<file path="config.mk">
export PLATFORM = sky130hd
export DESIGN_NAME = global_ctrl
export DESIGN_NICKNAME = d
export VERILOG_FILES = /design/src/include/gctl_pkg.sv /design/src/include/ref8k_if.sv /design/src/global_ctrl.sv /design/src/ref8k_timer.sv
export SDC_FILE = /design/constraint.sdc
export NUM_CORES = 1
export LEC_CHECK = 0
export BUFFER_PORTS_ARGS = -buffer_cell sky130_fd_sc_hd__buf_2
export CAP_MARGIN = 20
export CORE_MARGIN = 5
export CORE_UTILIZATION = 51
export DETAILED_ROUTE_END_ITERATION = 8
export PLACE_DENSITY = 0.76
export SLEW_MARGIN = 20
export SYNTH_ARGS = -nofsm -noshare
export SYNTH_HDL_FRONTEND = slang
export SYNTH_SLANG_ARGS = --single-unit
</file>
<file path="constraint.sdc">
create_clock -name clk -period 2.3 [get_ports clk]
set_clock_uncertainty 0.05 [all_clocks]
set_input_delay 0.115 -clock clk [delete_from_list [all_inputs] [get_ports clk]]
set_output_delay 0.115 -clock clk [all_outputs]
set_load 0.02 [all_outputs]
</file>
<file path="src/include/gctl_pkg.sv">
// Constants for the global control and pin configuration block.
// Assumes a 16-bit register port and a single 20 MHz system clock.
package gctl_pkg;
    localparam int unsigned DATA_W = 16;
    localparam int unsigned ADDR_W = 8;

    // Register offsets
    localparam logic [7:0] ADDR_CTRL_ONE = 8'h02;
    localparam logic [7:0] ADDR_CTRL_TWO = 8'h04;
    localparam logic [7:0] ADDR_PIN_FUNC = 8'h0A;
    localparam logic [7:0] ADDR_STATUS   = 8'h14;
    localparam logic [7:0] ADDR_LATCHED  = 8'h16;
    localparam logic [7:0] ADDR_PIN_READ = 8'h1C;

    // First control register fields
    localparam int unsigned C1_FULL_RST  = 0;
    localparam int unsigned C1_DP_RST    = 1;
    localparam int unsigned C1_CLR_RD    = 2;
    localparam int unsigned C1_PERF_REQ  = 3;
    localparam int unsigned C1_MODE_LO   = 4;
    localparam int unsigned C1_ERR_SEL   = 6;
    localparam int unsigned C1_ERR_SW    = 7;
    localparam logic [15:0] C1_RESET     = 16'h0002;
    localparam logic [15:0] C1_WMASK     = 16'h00FF;

    // Second control register fields
    localparam int unsigned C2_ADAPT_LO  = 1;
    localparam int unsigned C2_IN_SEL    = 8;
    localparam int unsigned C2_OUT_SEL   = 9;
    localparam int unsigned C2_SRC_LO    = 10;
    localparam logic [15:0] C2_RESET     = 16'h0000;
    localparam logic [15:0] C2_WMASK     = 16'h0F0E;

    localparam logic [15:0] PIN_FUNC_RESET = 16'h0000;

    // Latched status bit positions in the readback word
    localparam int unsigned L_DONE  = 0;
    localparam int unsigned L_ONES  = 2;
    localparam int unsigned L_REF8K = 4;

    // Soft reset minimum width, rounded up to whole cycles
    localparam int unsigned CLK_PERIOD_NS   = 50;
    localparam int unsigned SOFT_RST_MIN_NS = 100;
    localparam logic [1:0]  SOFT_RST_MIN_CYC =
        2'((SOFT_RST_MIN_NS + CLK_PERIOD_NS - 1) / CLK_PERIOD_NS);

    // Divider defaults: adapter ticks per 8 kHz tick, 8 kHz ticks per second
    localparam logic [15:0] ADAPT_DIV_DEFAULT = 16'h15D8;
    localparam logic [13:0] SEC_DIV_DEFAULT   = 14'h1F40;

    typedef enum logic [1:0] {
        FN_INPUT  = 2'b00,
        FN_STATUS = 2'b01,
        FN_LOW    = 2'b10,
        FN_HIGH   = 2'b11
    } pin_func_t;

    typedef enum logic [1:0] {
        SRC_NONE    = 2'b00,
        SRC_ADAPTER = 2'b01,
        SRC_PORT    = 2'b10,
        SRC_UNDEF   = 2'b11
    } ref_src_t;

    typedef enum logic [1:0] {
        PM_SOFT = 2'b00,
        PM_PIN  = 2'b01,
        PM_SEC  = 2'b10,
        PM_SEC2 = 2'b11
    } perf_mode_t;

    // Adapter reference frequency codes: 44.736, 34.368, 51.84, 19.44, 77.76 MHz
    typedef enum logic [2:0] {
        AREF_44M736 = 3'h0,
        AREF_34M368 = 3'h1,
        AREF_51M84  = 3'h2,
        AREF_19M44  = 3'h3,
        AREF_77M76  = 3'h4
    } adapt_ref_t;
endpackage

</file>
<file path="src/include/ref8k_if.sv">
// Carrier between the register block and the 8 kHz / one-second timer.
// All signals are on the single system clock.
`timescale 1ns/100ps
interface ref8k_if;
    logic [1:0] src;
    logic       pin_sel;
    logic       pin4_level;
    logic       hold;
    logic       ref_tick;
    logic       one_sec;

    modport ctl   (output src, output pin_sel, output pin4_level, output hold,
                   input ref_tick, input one_sec);
    modport timer (input src, input pin_sel, input pin4_level, input hold,
                   output ref_tick, output one_sec);
endinterface

</file>
<file path="src/global_ctrl.sv">
// Global control registers: soft resets, performance update, 8 kHz
// reference and general purpose pin functions.
// Assumes one 20 MHz clock; pins arrive asynchronous, core inputs are same-clock.
//
// Summary of operation
// - Request rising edge copies counters to followers and resets counters.
// - Done status clears when the host lowers the request bit.
// - Clear-policy bit: 0 clears latched bits on write, 1 on read.
// - Data-path reset bit high holds data-path registers at defaults.
// - Data-path reset bit reads 1 after general reset.
// - Full reset bit high defaults all registers except itself.
// - Source field: 00 off, 01 adapter clock, 10 port reference, 11 undefined.
// - Pin input select high takes 8 kHz reference from pin four.
// - One-second reference is derived from the selected 8 kHz reference.
// - Output select high drives 8 kHz reference on pin two.
// - Input select high makes pin four the global 8 kHz input.
// - Internal 8 kHz input is low when pin four not selected.
// - Three-bit field tells rate adapter its reference frequency.
// - Pin field: 00 input, 10 drive low, 11 drive high.
// - Pin two code 01 outputs the chosen port B status.
// - Pin eight field needs mode not 01; pin six needs error select 0.
// - Update mode: 00 software bit, 01 pin eight, 1x one-second counter.
// - Error select high takes error trigger from pin six.
//
// The plain strobed port was decided locally.
`timescale 1ns/100ps
module global_ctrl #(
    parameter logic [15:0] ADAPT_DIV = gctl_pkg::ADAPT_DIV_DEFAULT,
    parameter logic [13:0] SEC_DIV   = gctl_pkg::SEC_DIV_DEFAULT
) (
    // Clock and reset
    input  wire logic        clk,
    input  wire logic        rst_n,
    // Register port
    input  wire logic [7:0]  reg_addr,
    input  wire logic [15:0] reg_wdata,
    input  wire logic        reg_wr,
    input  wire logic        reg_rd,
    output logic      [15:0] reg_rdata,
    // General purpose pins, index 0 is pin one
    input  wire logic [7:0]  gpio_in,
    output logic      [7:0]  gpio_out,
    output logic      [7:0]  gpio_oe,
    // Core side inputs
    input  wire logic        adapter_tick,
    input  wire logic        port_ref_tick,
    input  wire logic        port_a_status,
    input  wire logic        port_b_status,
    input  wire logic        perf_done_in,
    // Core side outputs
    output logic             perf_update_strobe,
    output logic             err_insert_pulse,
    output logic             datapath_reset,
    output logic             full_reset,
    output logic             latched_clear_on_read,
    output logic      [2:0]  adapter_ref_sel,
    output logic             ref8k_in_signal,
    output logic             ref8k_tick,
    output logic             one_second
);

    logic [15:0] ctl1_r, ctl1_nxt;
    logic [15:0] ctl2_r, ctl2_nxt;
    logic [15:0] pfunc_r, pfunc_nxt;
    logic [7:0]  pin_s1_r, pin_s2_r, pin_d_r;
    logic        wr_c1, wr_c2, wr_pf, wr_lat, rd_lat, full_on;
    logic [1:0]  mode;
    logic [7:0]  pin_rise;

    ref8k_if rif();

    assign wr_c1    = reg_wr && reg_addr == gctl_pkg::ADDR_CTRL_ONE;
    assign wr_c2    = reg_wr && reg_addr == gctl_pkg::ADDR_CTRL_TWO;
    assign wr_pf    = reg_wr && reg_addr == gctl_pkg::ADDR_PIN_FUNC;
    assign wr_lat   = reg_wr && reg_addr == gctl_pkg::ADDR_LATCHED;
    assign rd_lat   = reg_rd && reg_addr == gctl_pkg::ADDR_LATCHED;
    assign full_on  = ctl1_r[gctl_pkg::C1_FULL_RST];
    assign mode     = ctl1_r[gctl_pkg::C1_MODE_LO +: 2];
    assign pin_rise = pin_s2_r & ~pin_d_r;

    // Two-stage synchroniser on the pins; only stage two is looked at
    always_ff @(posedge clk) begin
        if (!rst_n) begin
            pin_s1_r <= 8'h00;
            pin_s2_r <= 8'h00;
            pin_d_r  <= 8'h00;
        end else begin
            pin_s1_r <= gpio_in;
            pin_s2_r <= pin_s1_r;
            pin_d_r  <= pin_s2_r;
        end
    end

    // Control registers; full reset defaults all but its own bit
    always_comb begin
        ctl1_nxt  = wr_c1 ? (reg_wdata & gctl_pkg::C1_WMASK) : ctl1_r;
        ctl2_nxt  = wr_c2 ? (reg_wdata & gctl_pkg::C2_WMASK) : ctl2_r;
        pfunc_nxt = wr_pf ? reg_wdata : pfunc_r;
        if (full_on) begin
            ctl1_nxt = gctl_pkg::C1_RESET;
            ctl1_nxt[gctl_pkg::C1_FULL_RST] = wr_c1 ? reg_wdata[gctl_pkg::C1_FULL_RST] : 1'b1;
            ctl2_nxt  = gctl_pkg::C2_RESET;
            pfunc_nxt = gctl_pkg::PIN_FUNC_RESET;
        end
    end

    always_ff @(posedge clk) begin
        if (!rst_n) begin
            ctl1_r  <= gctl_pkg::C1_RESET;
            ctl2_r  <= gctl_pkg::C2_RESET;
            pfunc_r <= gctl_pkg::PIN_FUNC_RESET;
        end else begin
            ctl1_r  <= ctl1_nxt;
            ctl2_r  <= ctl2_nxt;
            pfunc_r <= pfunc_nxt;
        end
    end

    // Performance update, error insert and latched status
    logic       req_d_r, req_d_nxt, err_d_r, err_d_nxt;
    logic       done_r, done_nxt;
    logic [2:0] lat_r, lat_nxt, lat_set, lat_clr;
    logic       req_level, perf_trig, err_trig;

    always_comb begin
        req_d_nxt = ctl1_r[gctl_pkg::C1_PERF_REQ];
        err_d_nxt = ctl1_r[gctl_pkg::C1_ERR_SW];
        // Trigger source per update mode, each edge taken once
        case (gctl_pkg::perf_mode_t'(mode))
            gctl_pkg::PM_SOFT: begin
                req_level = ctl1_r[gctl_pkg::C1_PERF_REQ];
                perf_trig = ctl1_r[gctl_pkg::C1_PERF_REQ] & ~req_d_r;
            end
            gctl_pkg::PM_PIN: begin
                req_level = pin_s2_r[7];
                perf_trig = pin_rise[7];
            end
            default: begin
                req_level = 1'b1;
                perf_trig = rif.one_sec;
            end
        endcase
        err_trig = ctl1_r[gctl_pkg::C1_ERR_SEL] ? pin_rise[5]
                 : (ctl1_r[gctl_pkg::C1_ERR_SW] & ~err_d_r);
        // Done drops as soon as the request level goes low
        done_nxt = perf_done_in & req_level;
        lat_set = 3'h0;
        lat_set[0] = done_nxt & ~done_r;
        lat_set[1] = rif.one_sec;
        lat_set[2] = rif.ref_tick & rif.pin_sel;
        // Policy picks read-clear or write-one-to-clear; set beats clear
        if (ctl1_r[gctl_pkg::C1_CLR_RD]) begin
            lat_clr = rd_lat ? 3'h7 : 3'h0;
        end else begin
            lat_clr = wr_lat ? {reg_wdata[gctl_pkg::L_REF8K], reg_wdata[gctl_pkg::L_ONES],
                                reg_wdata[gctl_pkg::L_DONE]} : 3'h0;
        end
        lat_nxt = (lat_r & ~lat_clr) | lat_set;
        if (full_on) begin
            done_nxt = 1'b0;
            lat_nxt  = 3'h0;
        end
    end

    always_ff @(posedge clk) begin
        if (!rst_n) begin
            req_d_r <= 1'b0;
            err_d_r <= 1'b0;
            done_r  <= 1'b0;
            lat_r   <= 3'h0;
        end else begin
            req_d_r <= req_d_nxt;
            err_d_r <= err_d_nxt;
            done_r  <= done_nxt;
            lat_r   <= lat_nxt;
        end
    end

    // Pin drivers, one slice per pin; overrides turn pins four, six and eight into inputs and drive pin two
    logic [7:0] oe_nxt, out_nxt;
    for (genvar g = 0; g < 8; g++) begin : g_pin
        always_comb begin
            oe_nxt[g]  = 1'b0;
            out_nxt[g] = 1'b0;
            case (gctl_pkg::pin_func_t'(pfunc_r[2*g +: 2]))
                gctl_pkg::FN_LOW:  oe_nxt[g] = 1'b1;
                gctl_pkg::FN_HIGH: begin
                    oe_nxt[g]  = 1'b1;
                    out_nxt[g] = 1'b1;
                end
                gctl_pkg::FN_STATUS: begin
                    // Status code exists only on pins one and two
                    oe_nxt[g]  = (g == 0) || (g == 1);
                    out_nxt[g] = (g == 0) ? port_a_status
                               : (g == 1) ? port_b_status : 1'b0;
                end
                default: oe_nxt[g] = 1'b0;
            endcase
            if ((g == 7 && mode == 2'b01) || (g == 5 && ctl1_r[gctl_pkg::C1_ERR_SEL])
                    || (g == 3 && ctl2_r[gctl_pkg::C2_IN_SEL])) begin
                oe_nxt[g]  = 1'b0;
                out_nxt[g] = 1'b0;
            end
            if (g == 1 && ctl2_r[gctl_pkg::C2_OUT_SEL]) begin
                oe_nxt[g]  = 1'b1;
                out_nxt[g] = rif.ref_tick;
            end
        end
    end

    // Soft reset stretch guards against a too-short bit pulse
    logic [1:0]  rst_cnt_r, rst_cnt_nxt;
    logic [15:0] rdata_nxt;
    always_comb begin
        if (ctl1_r[gctl_pkg::C1_DP_RST] | full_on) begin
            rst_cnt_nxt = gctl_pkg::SOFT_RST_MIN_CYC;
        end else if (rst_cnt_r != 2'h0) begin
            rst_cnt_nxt = rst_cnt_r - 2'h1;
        end else begin
            rst_cnt_nxt = 2'h0;
        end
        rdata_nxt = 16'h0000;
        if (reg_rd) begin
            case (reg_addr)
                gctl_pkg::ADDR_CTRL_ONE: rdata_nxt = ctl1_r;
                gctl_pkg::ADDR_CTRL_TWO: rdata_nxt = ctl2_r;
                gctl_pkg::ADDR_PIN_FUNC: rdata_nxt = pfunc_r;
                gctl_pkg::ADDR_STATUS:   rdata_nxt = {15'h0000, done_r};
                gctl_pkg::ADDR_LATCHED:  rdata_nxt = {11'h000, lat_r[2], 1'b0, lat_r[1], 1'b0, lat_r[0]};
                gctl_pkg::ADDR_PIN_READ: rdata_nxt = {8'h00, pin_s2_r};
                default:                 rdata_nxt = 16'h0000;
            endcase
        end
    end

    // Registered outputs
    always_ff @(posedge clk) begin
        if (!rst_n) begin
            rst_cnt_r             <= 2'h0;
            reg_rdata             <= 16'h0000;
            gpio_out              <= 8'h00;
            gpio_oe               <= 8'h00;
            perf_update_strobe    <= 1'b0;
            err_insert_pulse      <= 1'b0;
            datapath_reset        <= 1'b1;
            full_reset            <= 1'b0;
            latched_clear_on_read <= 1'b0;
            adapter_ref_sel       <= 3'h0;
            ref8k_in_signal       <= 1'b0;
            ref8k_tick            <= 1'b0;
            one_second            <= 1'b0;
        end else begin
            rst_cnt_r             <= rst_cnt_nxt;
            reg_rdata             <= rdata_nxt;
            gpio_out              <= out_nxt;
            gpio_oe               <= oe_nxt;
            perf_update_strobe    <= perf_trig & ~full_on;
            err_insert_pulse      <= err_trig & ~full_on;
            datapath_reset        <= ctl1_r[gctl_pkg::C1_DP_RST] | full_on | (rst_cnt_r != 2'h0);
            full_reset            <= full_on;
            latched_clear_on_read <= ctl1_r[gctl_pkg::C1_CLR_RD];
            adapter_ref_sel       <= ctl2_r[gctl_pkg::C2_ADAPT_LO +: 3];
            ref8k_in_signal       <= ctl2_r[gctl_pkg::C2_IN_SEL] & pin_s2_r[3];
            ref8k_tick            <= rif.ref_tick;
            one_second            <= rif.one_sec;
        end
    end

    assign rif.src        = ctl2_r[gctl_pkg::C2_SRC_LO +: 2];
    assign rif.pin_sel    = ctl2_r[gctl_pkg::C2_IN_SEL];
    assign rif.pin4_level = pin_s2_r[3];
    assign rif.hold       = ctl1_r[gctl_pkg::C1_DP_RST] | full_on;

    ref8k_timer #(.ADAPT_DIV(ADAPT_DIV), .SEC_DIV(SEC_DIV)) u_timer (
        .clk          (clk),
        .rst_n        (rst_n),
        .adapter_tick (adapter_tick),
        .port_ref_tick(port_ref_tick),
        .rf           (rif.timer)
    );
endmodule

</file>
<file path="src/ref8k_timer.sv">
// Global 8 kHz reference selection and one-second divider.
// Assumes pin4_level is already synchronised and tick inputs are one-cycle pulses.
`timescale 1ns/100ps
module ref8k_timer #(
    parameter logic [15:0] ADAPT_DIV = gctl_pkg::ADAPT_DIV_DEFAULT,
    parameter logic [13:0] SEC_DIV   = gctl_pkg::SEC_DIV_DEFAULT
) (
    // Clock and reset
    input  wire logic  clk,
    input  wire logic  rst_n,
    // Tick sources
    input  wire logic  adapter_tick,
    input  wire logic  port_ref_tick,
    // Control side
    ref8k_if.timer     rf
);
    logic [15:0] div_r, div_nxt;
    logic [13:0] sec_r, sec_nxt;
    logic        pin_d_r, pin_d_nxt;
    logic        tick_r, tick_nxt;
    logic        one_r, one_nxt;
    logic        src_tick;

    // Source mux, adapter divider and one-second counter
    always_comb begin
        div_nxt   = div_r;
        sec_nxt   = sec_r;
        pin_d_nxt = rf.pin4_level;
        src_tick  = 1'b0;
        one_nxt   = 1'b0;
        if (rf.pin_sel) begin
            src_tick = rf.pin4_level & ~pin_d_r;
        end else begin
            case (gctl_pkg::ref_src_t'(rf.src))
                gctl_pkg::SRC_ADAPTER: begin
                    if (adapter_tick) begin
                        if (div_r == ADAPT_DIV - 16'h0001) begin
                            div_nxt  = 16'h0000;
                            src_tick = 1'b1;
                        end else begin
                            div_nxt = div_r + 16'h0001;
                        end
                    end
                end
                gctl_pkg::SRC_PORT: src_tick = port_ref_tick;
                default:            div_nxt  = 16'h0000; // Divider disabled
            endcase
        end
        // One second counted from the chosen 8 kHz tick
        if (src_tick) begin
            if (sec_r == SEC_DIV - 14'h0001) begin
                sec_nxt = 14'h0000;
                one_nxt = 1'b1;
            end else begin
                sec_nxt = sec_r + 14'h0001;
            end
        end
        tick_nxt = src_tick;
        if (rf.hold) begin
            div_nxt  = 16'h0000;
            sec_nxt  = 14'h0000;
            tick_nxt = 1'b0;
            one_nxt  = 1'b0;
        end
    end

    always_ff @(posedge clk) begin
        if (!rst_n) begin
            div_r   <= 16'h0000;
            sec_r   <= 14'h0000;
            pin_d_r <= 1'b0;
            tick_r  <= 1'b0;
            one_r   <= 1'b0;
        end else begin
            div_r   <= div_nxt;
            sec_r   <= sec_nxt;
            pin_d_r <= pin_d_nxt;
            tick_r  <= tick_nxt;
            one_r   <= one_nxt;
        end
    end

    assign rf.ref_tick = tick_r;
    assign rf.one_sec  = one_r;
endmodule

</file>
# == After elaboration in Yosys (flattened, before gate mapping) ==
# Cells that the tools add are included.
# word_totals
ff_bits,139
output_inout_bits,43
wordCells,158
# classes
add_sub_neg,3
eq_ne,30
muxes,39
bitwise_logic,26
n_reduce_logical,24
# op_table
cell,count
one-hot mux 16 bit (6 select lines),1
== test 2 bit (second input constant),17
two-way mux 16 bit,2
one-hot mux 16 bit (2 select lines),1
== test 8 x 5 -> 1 bit (second input constant),3
two-way mux 1 bit,24
OR reduction 2 bit,11
adder 16 x 1 -> 16 bit (second input constant),1
== test 16 x 13 -> 1 bit (second input constant),1
adder 14 x 1 -> 14 bit (second input constant),1
== test 14 x 13 -> 1 bit (second input constant),1
two-way mux 14 bit,1
OR reduction 3 bit,4
inverter 1 bit,10
one-hot mux 1 bit (2 select lines),5
AND 1 bit,9
two-way mux 3 bit,3
AND 8 bit,1
== test 2 x 1 -> 1 bit (second input constant),4
== test 8 x 2 -> 1 bit (second input constant),1
== test 8 x 3 -> 1 bit (second input constant),1
== test 8 x 4 -> 1 bit (second input constant),1
inverter 8 bit,1
logical AND 1 bit,5
11 further kinds,13

# == Logic depth before layout (Yosys ltp) ==
# depth
ltp_word,7
depth_mapped,9

# == Cells and area by module ==
# Synthesis repeated with hierarchy kept, for this count alone.
# unflattened
hier_cells,577
area_unflattened_um2,5262.5
# by_module_without_submodules
mod,n_inst,cells_each,area_each_um2,seq_area_each_um2
global_ctrl,1,366,3552.2,2001.9
ref8k_timer,1,211,1710.4,660.6

# == Least setup slack after synthesis ==
# No wires, ideal clock.
# synth_timing
path_type,register to register
startpoint,register ctl2_r[11]
endpoint,register u_timer.div_r[9]
setup_ns,0.117
arrival_ns,1.961
required_time_ns,2.133
setup_slack_ns,0.172
stages_incl_launch_ff,8
path_buffers,0
synth_period_minus_slack_ns,2.128
path_cell_list,dfxtp_1 inv_1 ha_1 nor2b_1 nor4b_1 and2_1 o21ai_0 a32o_1
# synth_via
elab_chain_cells,3
word_cells_on_any_way,6
cone_classes,eq/ne: 3; mux: 1; bitwise: 1; reduce/logical: 1
# synth_lines
element,line,rtl
"start, declared",global_ctrl.sv:63,"logic [15:0] ctl2_r, ctl2_nxt;"
"start signal, assigned",global_ctrl.sv:110,ctl2_r <= gctl_pkg::C2_RESET;
"start signal, assigned",global_ctrl.sv:114,ctl2_r <= ctl2_nxt;
== test 2 x 1 -> 1 bit / == test 2 bit (equally long branches),ref8k_timer.sv:34,case (gctl_pkg::ref_src_t'(rf.src))
!= test 2 bit (no source line) / inverter 1 bit (equally long branches),n/a,
AND reduction 3 bit (no source line),n/a,
"end signal, assigned",ref8k_timer.sv:75,div_r <= div_nxt;
"end, declared",ref8k_timer.sv:17,"logic [15:0] div_r, div_nxt;"
# Parallel ways exist; a longest one is shown, timed or not.
# A chain may end at the register's enable or synchronous reset.

# == Worst setup path after layout ==
# layout_timing
startpoint,register u_timer.div_r[14]
endpoint,register u_timer.sec_r[10]
# layout_via
elab_chain_cells,5
# layout_lines
element,line,rtl
== test 16 x 13 -> 1 bit,ref8k_timer.sv:37,if (div_r == ADAPT_DIV - 16'h0001) begin
two-way mux 1 bit,ref8k_timer.sv:37,
two-way mux 1 bit,ref8k_timer.sv:36,if (adapter_tick) begin
one-hot mux 1 bit (2 select lines),ref8k_timer.sv:34,
two-way mux 1 bit,ref8k_timer.sv:31,if (rf.pin_sel) begin
"end signal, assigned",ref8k_timer.sv:76,sec_r <= sec_nxt;
"end, declared",ref8k_timer.sv:18,"logic [13:0] sec_r, sec_nxt;"
# No other way between the ends.

==> results.json <==
{
  "synth_xor_area_share_pct": 0.330,
  "dp.cells": 809,
  "yosysUniqueCellTypes": 61,
  "ys_top_cells_by_area": "dfxtp_1 50%, a21oi_1 5.9%, nand2_1 5.9%, and2_1 5.1%, nand3_1 2.9%",
  "ys.flop_type": "dfxtp_1",
  "netlist.area_leader.share_pct": 50.2,
  "cts_buffer_depth": 2,
  "nNetsFinal": 778,
  "synth_area_um2": 5310,
  "final.setup.tns_ns": 0,
  "wl_per_cell_um": 15.8,
  "grt.total_usage_pct": 22.1,
  "antenna_found_initial": 0,
  "grt_start_max_net_pins": 34,
  "layout_setup_ws_ns": 0.0739,
  "worstMarginPinSlew_ns": 0.557,
  "gp_congestion": 0.887,
  "ir_worst_vdd_uv": 463,
  "syn2layout_area_growth_pct": 30.5,
  "r2r_slack_ns": 0.07,
  "cts_tree": "done",
  "async_flop_share_pct": 0,
  "overflow": 0,
  "hp-class": "input pin to register",
  "synth_edf_count": 0,
  "start_kind": "register",
  "cp-end-kind": "register",
  "syn_nets": 644,
  "avgSynthCellArea_um2": 8.86,
  "final-setup-viol-count": 0,
  "synth_top_family_by_area": "simple AND/OR/NAND/NOR gates",
  "die_h_um": 112,
  "post_dp_cell_area_um2": 5910,
  "hold_viol": 0,
  "cp.arrival_ns": 2.62,
  "hpwl_um": 9440,
  "yosysTopAreaCell": "dfxtp_1",
  "fin_crit_sh_pct": 96.8,
  "crit_buf_inv": 1,
  "clock.fmax_mhz": 449,
  "crit_chain": "or4b_4 -> nor4_4 -> a21oi_4 -> buf_4 -> or4_1 -> o21ai_1",
  "required_ns": 2.70,
  "min_from": "reg_rd",
  "numCtsBuffers": 17,
  "die-area_um2": 12500,
  "yosys.area_share.simple_pct": 27.3,
  "power.density_nw_per_um2": 743,
  "drtIter0Drc": 463,
  "initial_core_util_pct": 51.9,
  "antenna_left": 0,
  "grt_pass1_wl_um": 23000,
  "synthMuxAreaShare_pct": 0.802,
  "final_cell_area_um2": 6920,
  "drc_errors": 0,
  "diodes": 0,
  "drtPass1Iterations": 5,
  "port_buffers": 83,
  "grt_pass1_vias": 4732,
  "cts_max_level": 4,
  "die_w_um": 112,
  "total_leakage_power_nw": 2.69,
  "crit-reg2reg-launch": "u_timer.div_r[14]$_SDFFE_PP0P_",
  "final_cell_mix": "133 x dfxtp_1, 84 x nand2_1, 83 x buf_2",
  "synth_compound_area_share_pct": 16.4,
  "insertion_delay_ns": 0.51,
  "cts_num_sinks": 133,
  "rows": 37,
  "max_cap_violations": 0,
  "slew-limit-headroom_pct": 62.8,
  "status": "complete, no violations",
  "finalWirelength_um": 14000,
  "drive_gt1_share_pct": 21.0,
  "ys_seq_area_share_pct": 50.2,
  "synth_warnings": 0,
  "io_pins": 84,
  "dr_total_vias": 4888,
  "instances_no_fill": 882,
  "core_area_um2": 10200,
  "yosys.area_share.adder_pct": 0.943,
  "cpPeakStageDelay_ns": 0.56,
  "postSynthRegisterBits": 133,
  "startpoint": "u_timer.div_r[14]$_SDFFE_PP0P_",
  "fin_util_pct": 67.7,
  "clk_pin_slew_ns": 0.06,
  "syn-instance-count": 599,
  "path_max_fanout": 9,
  "maxSlewViolCount": 0,
  "post-place-ws_ns": 0.103,
  "final_common_cell": "dfxtp_1",
  "layout.filler_cells": 829,
  "cp_slowest_cell": "or4b_4",
  "vias_per_cell": 5.54,
  "period_needed_ns": 2.23,
  "cts_root_buffer": "clkbuf_8",
  "criticalPathCategory": "register to register",
  "cp_top_family": "simple AND/OR/NAND/NOR gates"
}
-- flip-flops by register name, indices dropped and copies added (netlist names), 2 cells and up, named ones only --
name	count
lat_r	3
u_timer.sec_r	14
pfunc_r	16
pin_d_r	3
adapter_ref_sel	3
reg_rdata	16
ctl2_r	7
gpio_oe	8
u_timer.div_r	16
pin_s2_r	8
rst_cnt_r	2
pin_s1_r	8
gpio_out	8
ctl1_r	7
-- cell usage after synthesis, drive strengths merged, types with 5 or more instances --
library cell    n
nand4b          5
buf             6
dfxtp         133
and2           43
a21oi          66
or3             8
a31oi           6
nor2           30
nor3b           5
a22oi           8
nand2          84
nor3            9
inv            11
clkbuf         29
nand3          31
o21ai          32
and3           11
or4             8
nand2b          6
nor2b           6
-- where the power goes --
group          switching [mW]  leakage (nW)  total, mW  internal (mW)
Clock                    1.14         0.288       2.64           1.50
Combinational          0.0852          1.33      0.176         0.0903
Sequential            0.00803          1.07       2.33           2.32
Total                    1.23          2.69       5.14           3.91
-- path summary, 6_finish.rpt --
path / endpoint / cells after the start
min reg2reg: pin_s2_r[1]$_SDFF_PN0_ / 1
max: u_timer.sec_r[10]$_SDFFE_PP0P_ / 6
min: reg_rdata[14]$_SDFF_PN0_ / 3
max reg2reg: u_timer.sec_r[10]$_SDFFE_PP0P_ / 6
-- cell type report --
class,count,area (um^2),area share (%)
clock inverters,15,176,2.55
clock buffers,17,414,5.98
repair buffers,150,1020,14.7
inverters,11,41.3,0.596
multi-input cells,420,2440,35.3
flip-flops and latches,133,2660,38.5
well taps,136,170,2.46
-- worst register-to-register path, cell delays in order, from the launching register on --
cell	delay (ns)
dfxtp_1	0.33
or4b_4	0.57
nor4_4	0.37
a21oi_4	0.14
buf_4	0.16
or4_1	0.46
o21ai_1	0.09
-- cells by family after synthesis --
family          Yosys count
mux                       4
fa+ha+maj                 4
buf+inv                  46
simple gates            268
compound gates          142
xor+xnor                  2
flops                   133
-- routing by layer --
layer / up-vias / routed length, um / global-route usage, %
li1: 2388 / - / -
met1: 2261 / 6180 / 29.5
met2: 220 / 6470 / 35.9
met3: 19 / 1110 / 5.34
met4: 0 / 187 / 6.49
met5: - / 0 / 0
-- stage by stage --
stage | power (mW) | hold slack, ns
after floorplan | 2.44 | 0.192
after global placement | 2.50 | 0.271
after detailed placement | 2.50 | 0.275
after CTS | 5.18 | 0.0587
after global routing | 5.31 | 0.0908
final | 5.14 | 0.0840
-- what timing repair did --
action | in CTS | in global routing
hold buffers | 39 | 0
resized for setup | 0 | 2
endpoints found under the setup margin | 0 | 7
hold endpoints to repair | 56 | 0
buffers inserted | 0 | 2
No activity file was read; power rests on OpenSTA's default activity.
